[src/core/vrd_pkg.sv]
// constants, types and helper functions of the vector remap address decoder
//
// Overview of operation
// - The eight exception vectors sit at fixed words 0x0 to 0x1c, from reset up to fiq.
// - The reserved vector word at 0x14 is flagged as the valid-user-program key location.
// - Any reset puts the decoder into boot-loader mapping with boot vectors at address zero.
// - Boot firmware selects user-flash mapping, where the vectors come unchanged from flash.
// - A user program may select user-ram mapping, serving the vectors from the bottom of sram.
// - The overlay spans 64 bytes, addresses 0x00 to 0x3f, in every remapped mode.
// - Overlaid memory stays reachable at its native address as well as at address zero.
// - The boot block sits at the top of on-chip memory space whatever the flash size.
// - Except for the overlay, every region decodes at the same address in all modes.
// - Any access to a reserved or unassigned region ends in the matching bus abort.
// - From the end of flash up to 0x3fffffff every access aborts.
// - From the end of sram up to 0x7fffdfff every access aborts.
// - An instruction fetch anywhere in either peripheral space gets a prefetch abort.
// - Undefined offsets inside an existing peripheral do not abort and may alias.
package vrd_pkg;

    // ------------------------------------------------------------
    // types
    // ------------------------------------------------------------
    typedef enum logic [1:0] {
        MODE_BOOT  = 2'b00,
        MODE_FLASH = 2'b01,
        MODE_RAM   = 2'b10
    } vrd_mode_e;

    typedef enum logic [1:0] {
        SZ_SMALL = 2'b00,
        SZ_MID   = 2'b01,
        SZ_LARGE = 2'b10
    } vrd_size_e;

    typedef enum logic [2:0] {
        TGT_NONE  = 3'b000,
        TGT_FLASH = 3'b001,
        TGT_SRAM  = 3'b010,
        TGT_BOOT  = 3'b011,
        TGT_APB   = 3'b100,
        TGT_AHB   = 3'b101
    } vrd_tgt_e;

    // ------------------------------------------------------------
    // vector words and overlay
    // ------------------------------------------------------------
    localparam logic [31:0] VEC_RESET = 32'h0000_0000;
    localparam logic [31:0] VEC_KEY = 32'h0000_0014;
    localparam logic [31:0] VEC_LAST = 32'h0000_001c;
    localparam logic [31:0] REMAP_LAST = 32'h0000_003f;
    localparam int REMAP_BITS = 6;
    localparam int VEC_IDX_LSB = 2;
    localparam vrd_mode_e MODE_RST = MODE_BOOT;

    // ------------------------------------------------------------
    // memory regions
    // ------------------------------------------------------------
    localparam logic [31:0] FLASH_BASE = 32'h0000_0000;
    localparam logic [31:0] FLASH_END_SMALL = 32'h0000_2000;
    localparam logic [31:0] FLASH_END_MID = 32'h0000_4000;
    localparam logic [31:0] FLASH_END_LARGE = 32'h0000_8000;
    localparam logic [31:0] SRAM_BASE = 32'h4000_0000;
    localparam logic [31:0] SRAM_END_SMALL = 32'h4000_0800;
    localparam logic [31:0] SRAM_END_MID = 32'h4000_1000;
    localparam logic [31:0] SRAM_END_LARGE = 32'h4000_2000;
    localparam logic [31:0] BOOT_BASE = 32'h7fff_e000;
    localparam logic [31:0] BOOT_LAST = 32'h7fff_ffff;
    localparam logic [31:0] APB_BASE = 32'he000_0000;
    localparam logic [31:0] APB_LAST = 32'he01f_ffff;
    localparam logic [31:0] AHB_BASE = 32'hffe0_0000;
    localparam logic [31:0] AHB_LAST = 32'hffff_ffff;

    // ------------------------------------------------------------
    // peripheral slots, 16 kB each, 128 per space
    // ------------------------------------------------------------
    localparam int SLOT_LSB = 14;
    localparam int SLOT_MSB = 20;
    localparam logic [127:0] APB_SLOT_USED = 128'h8000_0000_0000_0000_0000_0000_3c80_2f9f;
    localparam logic [127:0] AHB_SLOT_USED = 128'h8000_0000_0000_0000_0000_0000_0000_0000;

    // ------------------------------------------------------------
    // functions
    // ------------------------------------------------------------
    function automatic logic in_span(input logic [31:0] a, input logic [31:0] lo,
                                     input logic [31:0] hi);
        in_span = (a >= lo) && (a <= hi);
    endfunction

    function automatic logic [31:0] flash_end(input vrd_size_e sz);
        unique case (sz)
            SZ_SMALL: flash_end = FLASH_END_SMALL;
            SZ_MID: flash_end = FLASH_END_MID;
            default: flash_end = FLASH_END_LARGE;
        endcase
    endfunction

    function automatic logic [31:0] sram_end(input vrd_size_e sz);
        unique case (sz)
            SZ_SMALL: sram_end = SRAM_END_SMALL;
            SZ_MID: sram_end = SRAM_END_MID;
            default: sram_end = SRAM_END_LARGE;
        endcase
    endfunction

endpackage

[src/core/vrd_decoder.sv]
// vector remap address decoder for the core's fetch and data bus
`timescale 1ns/1ps
module vrd_decoder #(
    parameter vrd_pkg::vrd_size_e FLASH_SZ = vrd_pkg::SZ_LARGE,
    parameter vrd_pkg::vrd_size_e SRAM_SZ = vrd_pkg::SZ_LARGE
) (
    // clock, reset, enable
    input wire logic CORE_CLK_I,
    input wire logic RSTN_I,
    input wire logic CE_I,

    // core request
    input wire logic REQ_VALID_I,
    input wire logic [31:0] REQ_ADDR_I,
    input wire logic REQ_FETCH_I,
    input wire logic REQ_WRITE_I,

    // mapping mode control
    input wire logic MAP_WE_I,
    input wire logic [1:0] MAP_MODE_I,

    // decoded access towards the memories
    output logic RESP_VALID_O,
    output vrd_pkg::vrd_tgt_e SEL_TGT_O,
    output logic [31:0] MEM_ADDR_O,
    output logic MEM_WRITE_O,

    // abort indications to the core
    output logic PABORT_O,
    output logic DABORT_O,

    // vector status
    output logic VEC_HIT_O,
    output logic [2:0] VEC_IDX_O,
    output logic VEC_KEY_O,
    output logic REMAP_HIT_O,

    // current mapping mode
    output vrd_pkg::vrd_mode_e MAP_MODE_O
);
    import vrd_pkg::*;

    // ------------------------------------------------------------
    // mapping mode state
    // ------------------------------------------------------------
    vrd_mode_e mode_ff;
    vrd_mode_e nxt_mode;

    // code 2'b11 is not a mode, so a write of it is dropped
    wire logic mode_legal = (MAP_MODE_I != 2'b11);
    wire logic mode_wr = CE_I && MAP_WE_I && mode_legal;

    // boot firmware picks flash, a user program picks ram
    assign nxt_mode = mode_wr ? vrd_mode_e'(MAP_MODE_I) : mode_ff;

    // reset always returns to boot mapping
    always_ff @(posedge CORE_CLK_I or negedge RSTN_I) begin
        if (!RSTN_I) begin
            mode_ff <= MODE_RST;
        end else begin
            mode_ff <= nxt_mode;
        end
    end

    // ------------------------------------------------------------
    // vector overlay
    // ------------------------------------------------------------
    // overlay covers the full 64 bytes, not just the vector words
    wire logic remap_win = (REQ_ADDR_I <= REMAP_LAST);
    wire logic [REMAP_BITS-1:0] remap_off = REQ_ADDR_I[REMAP_BITS-1:0];

    // vector words live at fixed word addresses from zero
    // compare words, so every byte of the last vector word still hits
    wire logic vec_win = (REQ_ADDR_I[31:VEC_IDX_LSB] <= VEC_LAST[31:VEC_IDX_LSB]);
    wire logic [2:0] vec_idx = REQ_ADDR_I[VEC_IDX_LSB+2:VEC_IDX_LSB];

    // the reserved word doubles as the user program key
    wire logic key_hit = (REQ_ADDR_I[31:VEC_IDX_LSB] == VEC_KEY[31:VEC_IDX_LSB]);

    wire logic [31:0] boot_alias = BOOT_BASE | {26'h0, remap_off};
    wire logic [31:0] sram_alias = SRAM_BASE | {26'h0, remap_off};

    // flash mode passes the address through untouched
    // ram mode points the low window at the bottom of sram
    // boot mode points it at the bottom of the boot block
    logic [31:0] eff_addr;
    always_comb begin
        eff_addr = REQ_ADDR_I;
        if (remap_win) begin
            unique case (mode_ff)
                MODE_BOOT: eff_addr = boot_alias;
                MODE_RAM: eff_addr = sram_alias;
                MODE_FLASH: eff_addr = REQ_ADDR_I;
            endcase
        end
    end
    // native addresses bypass the overlay, so both reach one store
    // outside the window the address is never touched

    // ------------------------------------------------------------
    // region classification
    // ------------------------------------------------------------
    vrd_tgt_e reg_tgt;
    logic reg_periph;

    vrd_region #(
        .FLASH_SZ(FLASH_SZ),
        .SRAM_SZ(SRAM_SZ)
    ) u_region (
        .addr_i(eff_addr),
        .tgt_o(reg_tgt),
        .periph_o(reg_periph)
    );

    // ------------------------------------------------------------
    // abort generation
    // ------------------------------------------------------------
    wire logic take = CE_I && REQ_VALID_I;
    // unmapped space faults whichever way it is reached
    wire logic unmapped = (reg_tgt == TGT_NONE);
    // code never runs from peripheral space
    wire logic fetch_periph = REQ_FETCH_I && reg_periph;
    // fetch faults and data faults stay apart
    wire logic nxt_pabort = take && REQ_FETCH_I && (unmapped || fetch_periph);
    wire logic nxt_dabort = take && !REQ_FETCH_I && unmapped;
    // a faulted access must not reach any memory
    wire logic faulted = nxt_pabort || nxt_dabort;
    wire vrd_tgt_e nxt_tgt = (take && !faulted) ? reg_tgt : TGT_NONE;
    wire logic nxt_write = take && !faulted && REQ_WRITE_I && !REQ_FETCH_I;

    // ------------------------------------------------------------
    // registered answer, one cycle after the request
    // ------------------------------------------------------------
    logic resp_valid_ff;
    vrd_tgt_e sel_tgt_ff;
    logic [31:0] mem_addr_ff;
    logic mem_write_ff;
    logic pabort_ff;
    logic dabort_ff;
    logic vec_hit_ff;
    logic [2:0] vec_idx_ff;
    logic vec_key_ff;
    logic remap_hit_ff;

    always_ff @(posedge CORE_CLK_I or negedge RSTN_I) begin
        if (!RSTN_I) begin
            resp_valid_ff <= 1'b0;
            sel_tgt_ff <= TGT_NONE;
            mem_write_ff <= 1'b0;
            pabort_ff <= 1'b0;
            dabort_ff <= 1'b0;
        end else if (CE_I) begin
            resp_valid_ff <= REQ_VALID_I;
            sel_tgt_ff <= nxt_tgt;
            mem_write_ff <= nxt_write;
            pabort_ff <= nxt_pabort;
            dabort_ff <= nxt_dabort;
        end
    end

    // address and vector status only hold meaning with a request
    always_ff @(posedge CORE_CLK_I or negedge RSTN_I) begin
        if (!RSTN_I) begin
            mem_addr_ff <= 32'h0000_0000;
            vec_hit_ff <= 1'b0;
            vec_idx_ff <= 3'h0;
            vec_key_ff <= 1'b0;
            remap_hit_ff <= 1'b0;
        end else if (CE_I) begin
            mem_addr_ff <= take ? eff_addr : 32'h0000_0000;
            vec_hit_ff <= take && vec_win;
            vec_idx_ff <= (take && vec_win) ? vec_idx : 3'h0;
            vec_key_ff <= take && key_hit;
            remap_hit_ff <= take && remap_win && (mode_ff != MODE_FLASH);
        end
    end

    // ------------------------------------------------------------
    // outputs
    // ------------------------------------------------------------
    assign RESP_VALID_O = resp_valid_ff;
    assign SEL_TGT_O = sel_tgt_ff;
    assign MEM_ADDR_O = mem_addr_ff;
    assign MEM_WRITE_O = mem_write_ff;
    assign PABORT_O = pabort_ff;
    assign DABORT_O = dabort_ff;
    assign VEC_HIT_O = vec_hit_ff;
    assign VEC_IDX_O = vec_idx_ff;
    assign VEC_KEY_O = vec_key_ff;
    assign REMAP_HIT_O = remap_hit_ff;
    assign MAP_MODE_O = mode_ff;

endmodule

[src/core/vrd_region.sv]
// region classifier: maps an effective address onto a memory target
`timescale 1ns/1ps
module vrd_region #(
    parameter vrd_pkg::vrd_size_e FLASH_SZ = vrd_pkg::SZ_LARGE,
    parameter vrd_pkg::vrd_size_e SRAM_SZ = vrd_pkg::SZ_LARGE
) (
    // address in
    input wire logic [31:0] addr_i,
    // classification out
    output vrd_pkg::vrd_tgt_e tgt_o,
    output logic periph_o
);
    import vrd_pkg::*;

    // ------------------------------------------------------------
    // window hits
    // ------------------------------------------------------------
    wire logic [31:0] fl_last = flash_end(FLASH_SZ) - 32'h0000_0001;
    wire logic [31:0] sr_last = sram_end(SRAM_SZ) - 32'h0000_0001;
    wire logic [6:0] slot = addr_i[SLOT_MSB:SLOT_LSB];
    // gap above flash falls out of every window
    wire logic fl_hit = in_span(addr_i, FLASH_BASE, fl_last);
    // gap above sram up to the boot block as well
    wire logic sr_hit = in_span(addr_i, SRAM_BASE, sr_last);
    // boot block pinned at the top, size independent
    wire logic bt_hit = in_span(addr_i, BOOT_BASE, BOOT_LAST);
    wire logic apb_win = in_span(addr_i, APB_BASE, APB_LAST);
    wire logic ahb_win = in_span(addr_i, AHB_BASE, AHB_LAST);
    // only the slot is decoded; offsets inside a slot alias freely
    wire logic apb_hit = apb_win && APB_SLOT_USED[slot];
    wire logic ahb_hit = ahb_win && AHB_SLOT_USED[slot];

    // ------------------------------------------------------------
    // target select
    // ------------------------------------------------------------
    // anything left over is reserved or unassigned
    assign tgt_o = fl_hit ? TGT_FLASH :
                   sr_hit ? TGT_SRAM :
                   bt_hit ? TGT_BOOT :
                   apb_hit ? TGT_APB :
                   ahb_hit ? TGT_AHB : TGT_NONE;
    assign periph_o = apb_win || ahb_win;

endmodule

[config.mk]
export PLATFORM = sky130hd
export DESIGN_NAME = vrd_decoder
export DESIGN_NICKNAME = d
export VERILOG_FILES = /design/src/core/vrd_pkg.sv /design/src/core/vrd_decoder.sv /design/src/core/vrd_region.sv
export SDC_FILE = /design/constraint.sdc
export NUM_CORES = 1
export LEC_CHECK = 0
export BUFFER_PORTS_ARGS = -buffer_cell sky130_fd_sc_hd__buf_2
export CAP_MARGIN = 20
export CORE_ASPECT_RATIO = 0.75
export CORE_MARGIN = 4
export CORE_UTILIZATION = 35
export CTS_BUF_LIST = sky130_fd_sc_hd__clkbuf_4 sky130_fd_sc_hd__clkbuf_8
export DETAILED_ROUTE_END_ITERATION = 7
export MAX_ROUTING_LAYER = met4
export SYNTH_ARGS = -nofsm -noshare
export SYNTH_HDL_FRONTEND = slang
export SYNTH_HIERARCHICAL = 1
export SYNTH_SLANG_ARGS = --single-unit
[constraint.sdc]
create_clock -name CORE_CLK_I -period 8.1 [get_ports CORE_CLK_I]
set_clock_uncertainty 0.15 [all_clocks]
set_input_delay 1.215 -clock CORE_CLK_I [delete_from_list [all_inputs] [get_ports CORE_CLK_I]]
set_output_delay 1.215 -clock CORE_CLK_I [all_outputs]
set_load 0.05 [all_outputs]
==> flow_metrics.env <==
export IMPL_status="complete, no violations"
export IMPL_io_buffers=87
export IMPL_setup_viol=0
export IMPL_place_congestion=0.898
export IMPL_worst_slew_pin_slew_ps=847
export IMPL_n_antenna_cell=0
export IMPL_drive_gt1_share_pct=31.0
export IMPL_clockBufferDepth=2
export IMPL_io_pins=88
export IMPL_row_count=26
export IMPL_cts_sinks=47
export IMPL_die_height_microns=80.8
export IMPL_slowest_stage="nor4_4"
export IMPL_syn_inst=258
export IMPL_critPathKind="in2reg"
export IMPL_hold_buffers=0
export IMPL_cp_common_cell="nor4_4"
export IMPL_worstHoldPathType="reg2reg"
export IMPL_tns_ps=0
export IMPL_synth_nets=306
export IMPL_path_clk_slew_ps=80
export IMPL_antenna_found_initial=0
export IMPL_timing_slew_headroom_pct=43.1
export IMPL_die_x_microns=105
export IMPL_postRouteAntennaNets=0
export IMPL_cp_end_kind="flip-flop"
export IMPL_async_flop_share_pct=100
export IMPL_maxCapViolations=0
export IMPL_slowest_delay_ps=740
export IMPL_synth_edff_count=0
export IMPL_drt_pass1_iterations=4
export IMPL_finalCritPeriodShare_pct=61.0
export IMPL_max_vdd_ir_drop_mv=0.0979
export IMPL_drv_slew=0
export IMPL_dp_hpwl_microns=5490
export IMPL_yosysWarnings=6
export IMPL_cellLeakagePower_uw=0.00149
export IMPL_grt_start_max_net_pins=48
export IMPL_vias_per_cell=5.34
export IMPL_crit_fanout=19
export IMPL_cp_required_ps=8120
export IMPL_routed_wl_microns=7240
export IMPL_ys_seq_area_share_pct=47.6
export IMPL_powerDensity_mw_per_mm2=183
export IMPL_grt_pass1_vias=2161
export IMPL_post_route_min_period_ps=4940
export IMPL_utilization_pct=44.4
export IMPL_hold_viol=0
export IMPL_rsz0062_at_grt="no"
export IMPL_worstPathCellList="buf_2 -> or4_1 -> nor4_4 -> and3_1 -> nor2_1 -> or4_4 -> nor4_4 -> o311ai_1 -> a21oi_1 -> nor3_1 -> o211ai_1 -> o21ai_0"
export IMPL_syn_cell_area_sq_mm=0.00247
export IMPL_avgSynthCellArea_sq_um=9.58
export IMPL_post_cts_buffers=0
export IMPL_synth_cell_types=39
export IMPL_fin_nets=379
export IMPL_synth_seq_cells=47
export IMPL_ys_flop_type="dfrtp_1"
export IMPL_grt_pass1_wl_microns=11500
export IMPL_drtIter0Drc=183
export IMPL_start_util_pct=36.2
export IMPL_syn2layout_area_growth_pct=22.7
export IMPL_wire_per_inst_microns=17.4
export IMPL_cts_resized=0
export IMPL_core_area_sq_mm=0.00683
export IMPL_cts_tree="yes"
export IMPL_numCtsBuffers=5
export IMPL_final_cell_mix="buf_2, dfrtp_1, nor2_1, o2bb2ai_1, a21oi_1"
export IMPL_cts_root_buf="clkbuf_8"
export IMPL_critical_path_arrival_ps=4960
export IMPL_mostFrequentLayoutCell="buf_2"
export IMPL_via_count=2222
export IMPL_clk_latency_ps=300
export IMPL_max_freq_ghz=0.202
export IMPL_drc=0
export IMPL_overflow=0
export IMPL_die_area_sq_mm=0.00849
export IMPL_h_tree_depth=2
export IMPL_cp_start_kind="input pin"
export IMPL_track_usage_pct=17.8
## report_power, final
group	total (uW)	switching (uW)	internal, uW
Combinational	137	102	35.3
Clock	159	77.6	81.4
Sequential	259	9.45	250
Total	555	189	366
## sequential cells by signal, indices dropped and copies added, names as in the netlist
signal,flops
MEM_ADDR_O,32
SEL_TGT_O,3
VEC_IDX_O,3
MAP_MODE_O,2
DABORT_O,1
MEM_WRITE_O,1
PABORT_O,1
REMAP_HIT_O,1
RESP_VALID_O,1
VEC_HIT_O,1
VEC_KEY_O,1
## cell families after synthesis
family,after synthesis,share of synthesized area (%)
flops,47,47.6
compound gates,73,21.7
fa+ha+maj,7,3.54
simple gates,91,20.2
buf+inv,40,6.93
## cell usage after synthesis, types with 2 or more instances
| master | n | area, sq um |
|---|---|---|
| nor2_1 | 34 | 128 |
| o211ai_1 | 3 | 22.5 |
| buf_2 | 2 | 10.0 |
| nand4b_1 | 3 | 26.3 |
| nand3_1 | 11 | 55.1 |
| a21oi_1 | 18 | 90.1 |
| nor4_1 | 5 | 31.3 |
| nor3_1 | 2 | 10.0 |
| dfrtp_1 | 47 | 1180 |
| buf_6 | 2 | 22.5 |
| or4_4 | 2 | 22.5 |
| ha_1 | 7 | 87.6 |
| nand4_1 | 6 | 37.5 |
| a22o_1 | 9 | 78.8 |
| o21ai_0 | 10 | 50.1 |
| clkbuf_1 | 16 | 60.1 |
| or4_1 | 5 | 37.5 |
| nand2_1 | 13 | 48.8 |
| o2bb2ai_1 | 26 | 228 |
| nor4_4 | 2 | 42.5 |
| inv_1 | 17 | 63.8 |
## per-stage QoR
stage	hold slack (ps)	std cells	setup slack (ps)	total power, uW	area [sq um]
4_1_cts	343	415	3170	560	3010
2_1_floorplan	598	258	3700	355	2470
6_report	340	416	3160	555	3030
5_1_grt	353	416	2860	583	3030
3_5_place_dp	322	407	2850	399	2910
3_3_place_gp	307	407	2980	399	2910
## final timing paths
path / to / cells past startpoint / from / slack (ps)
worst max-delay path: PABORT_O$_DFFE_PN0P_ / 12 / REQ_ADDR_I[22] / 3160
worst min-delay path: RESP_VALID_O$_DFFE_PN0P_ / 1 / RESP_VALID_O$_DFFE_PN0P_ / 340
worst max register to register: PABORT_O$_DFFE_PN0P_ / 11 / MAP_MODE_O[0]$_DFFE_PN0P_ / 4050
worst min register to register: RESP_VALID_O$_DFFE_PN0P_ / 1 / RESP_VALID_O$_DFFE_PN0P_ / 340
max in group asynchronous: MEM_ADDR_O[13]$_DFFE_PN0P_ / 2 / RSTN_I / 6590
min in group asynchronous: MEM_ADDR_O[8]$_DFFE_PN0P_ / 1 / RSTN_I / 690
## metal layers
layer  share of wire, %  up-vias  wire, microns  global-route usage, %
li1                   -     1080              -                      -
met1                 52     1050           3740                   26.5
met2                 40       87           2870                   23.9
met3                7.9        5            574                   4.13
met4               0.79        0             57                   4.98
met5                  0        -              0                      -
## layout make-up
class	instances	area [sq um]
Clock buffer	8	104
Tap cell	84	105
Inverter	18	67.6
Multi-Input combinational cell	171	1120
Sequential cell	47	1180
Timing Repair Buffer	88	455
Fill cell	699	3800
## critical path, delay by kind of cell
| kind | cells | cell delay [ps] |
|---|---|---|
| AO/OA/AOI/OAI | 4 | 610 |
| buffers and inverters | 1 | 100 |
| AND/OR/NAND/NOR | 7 | 3030 |
No activity file was read; power rests on OpenSTA's default activity.
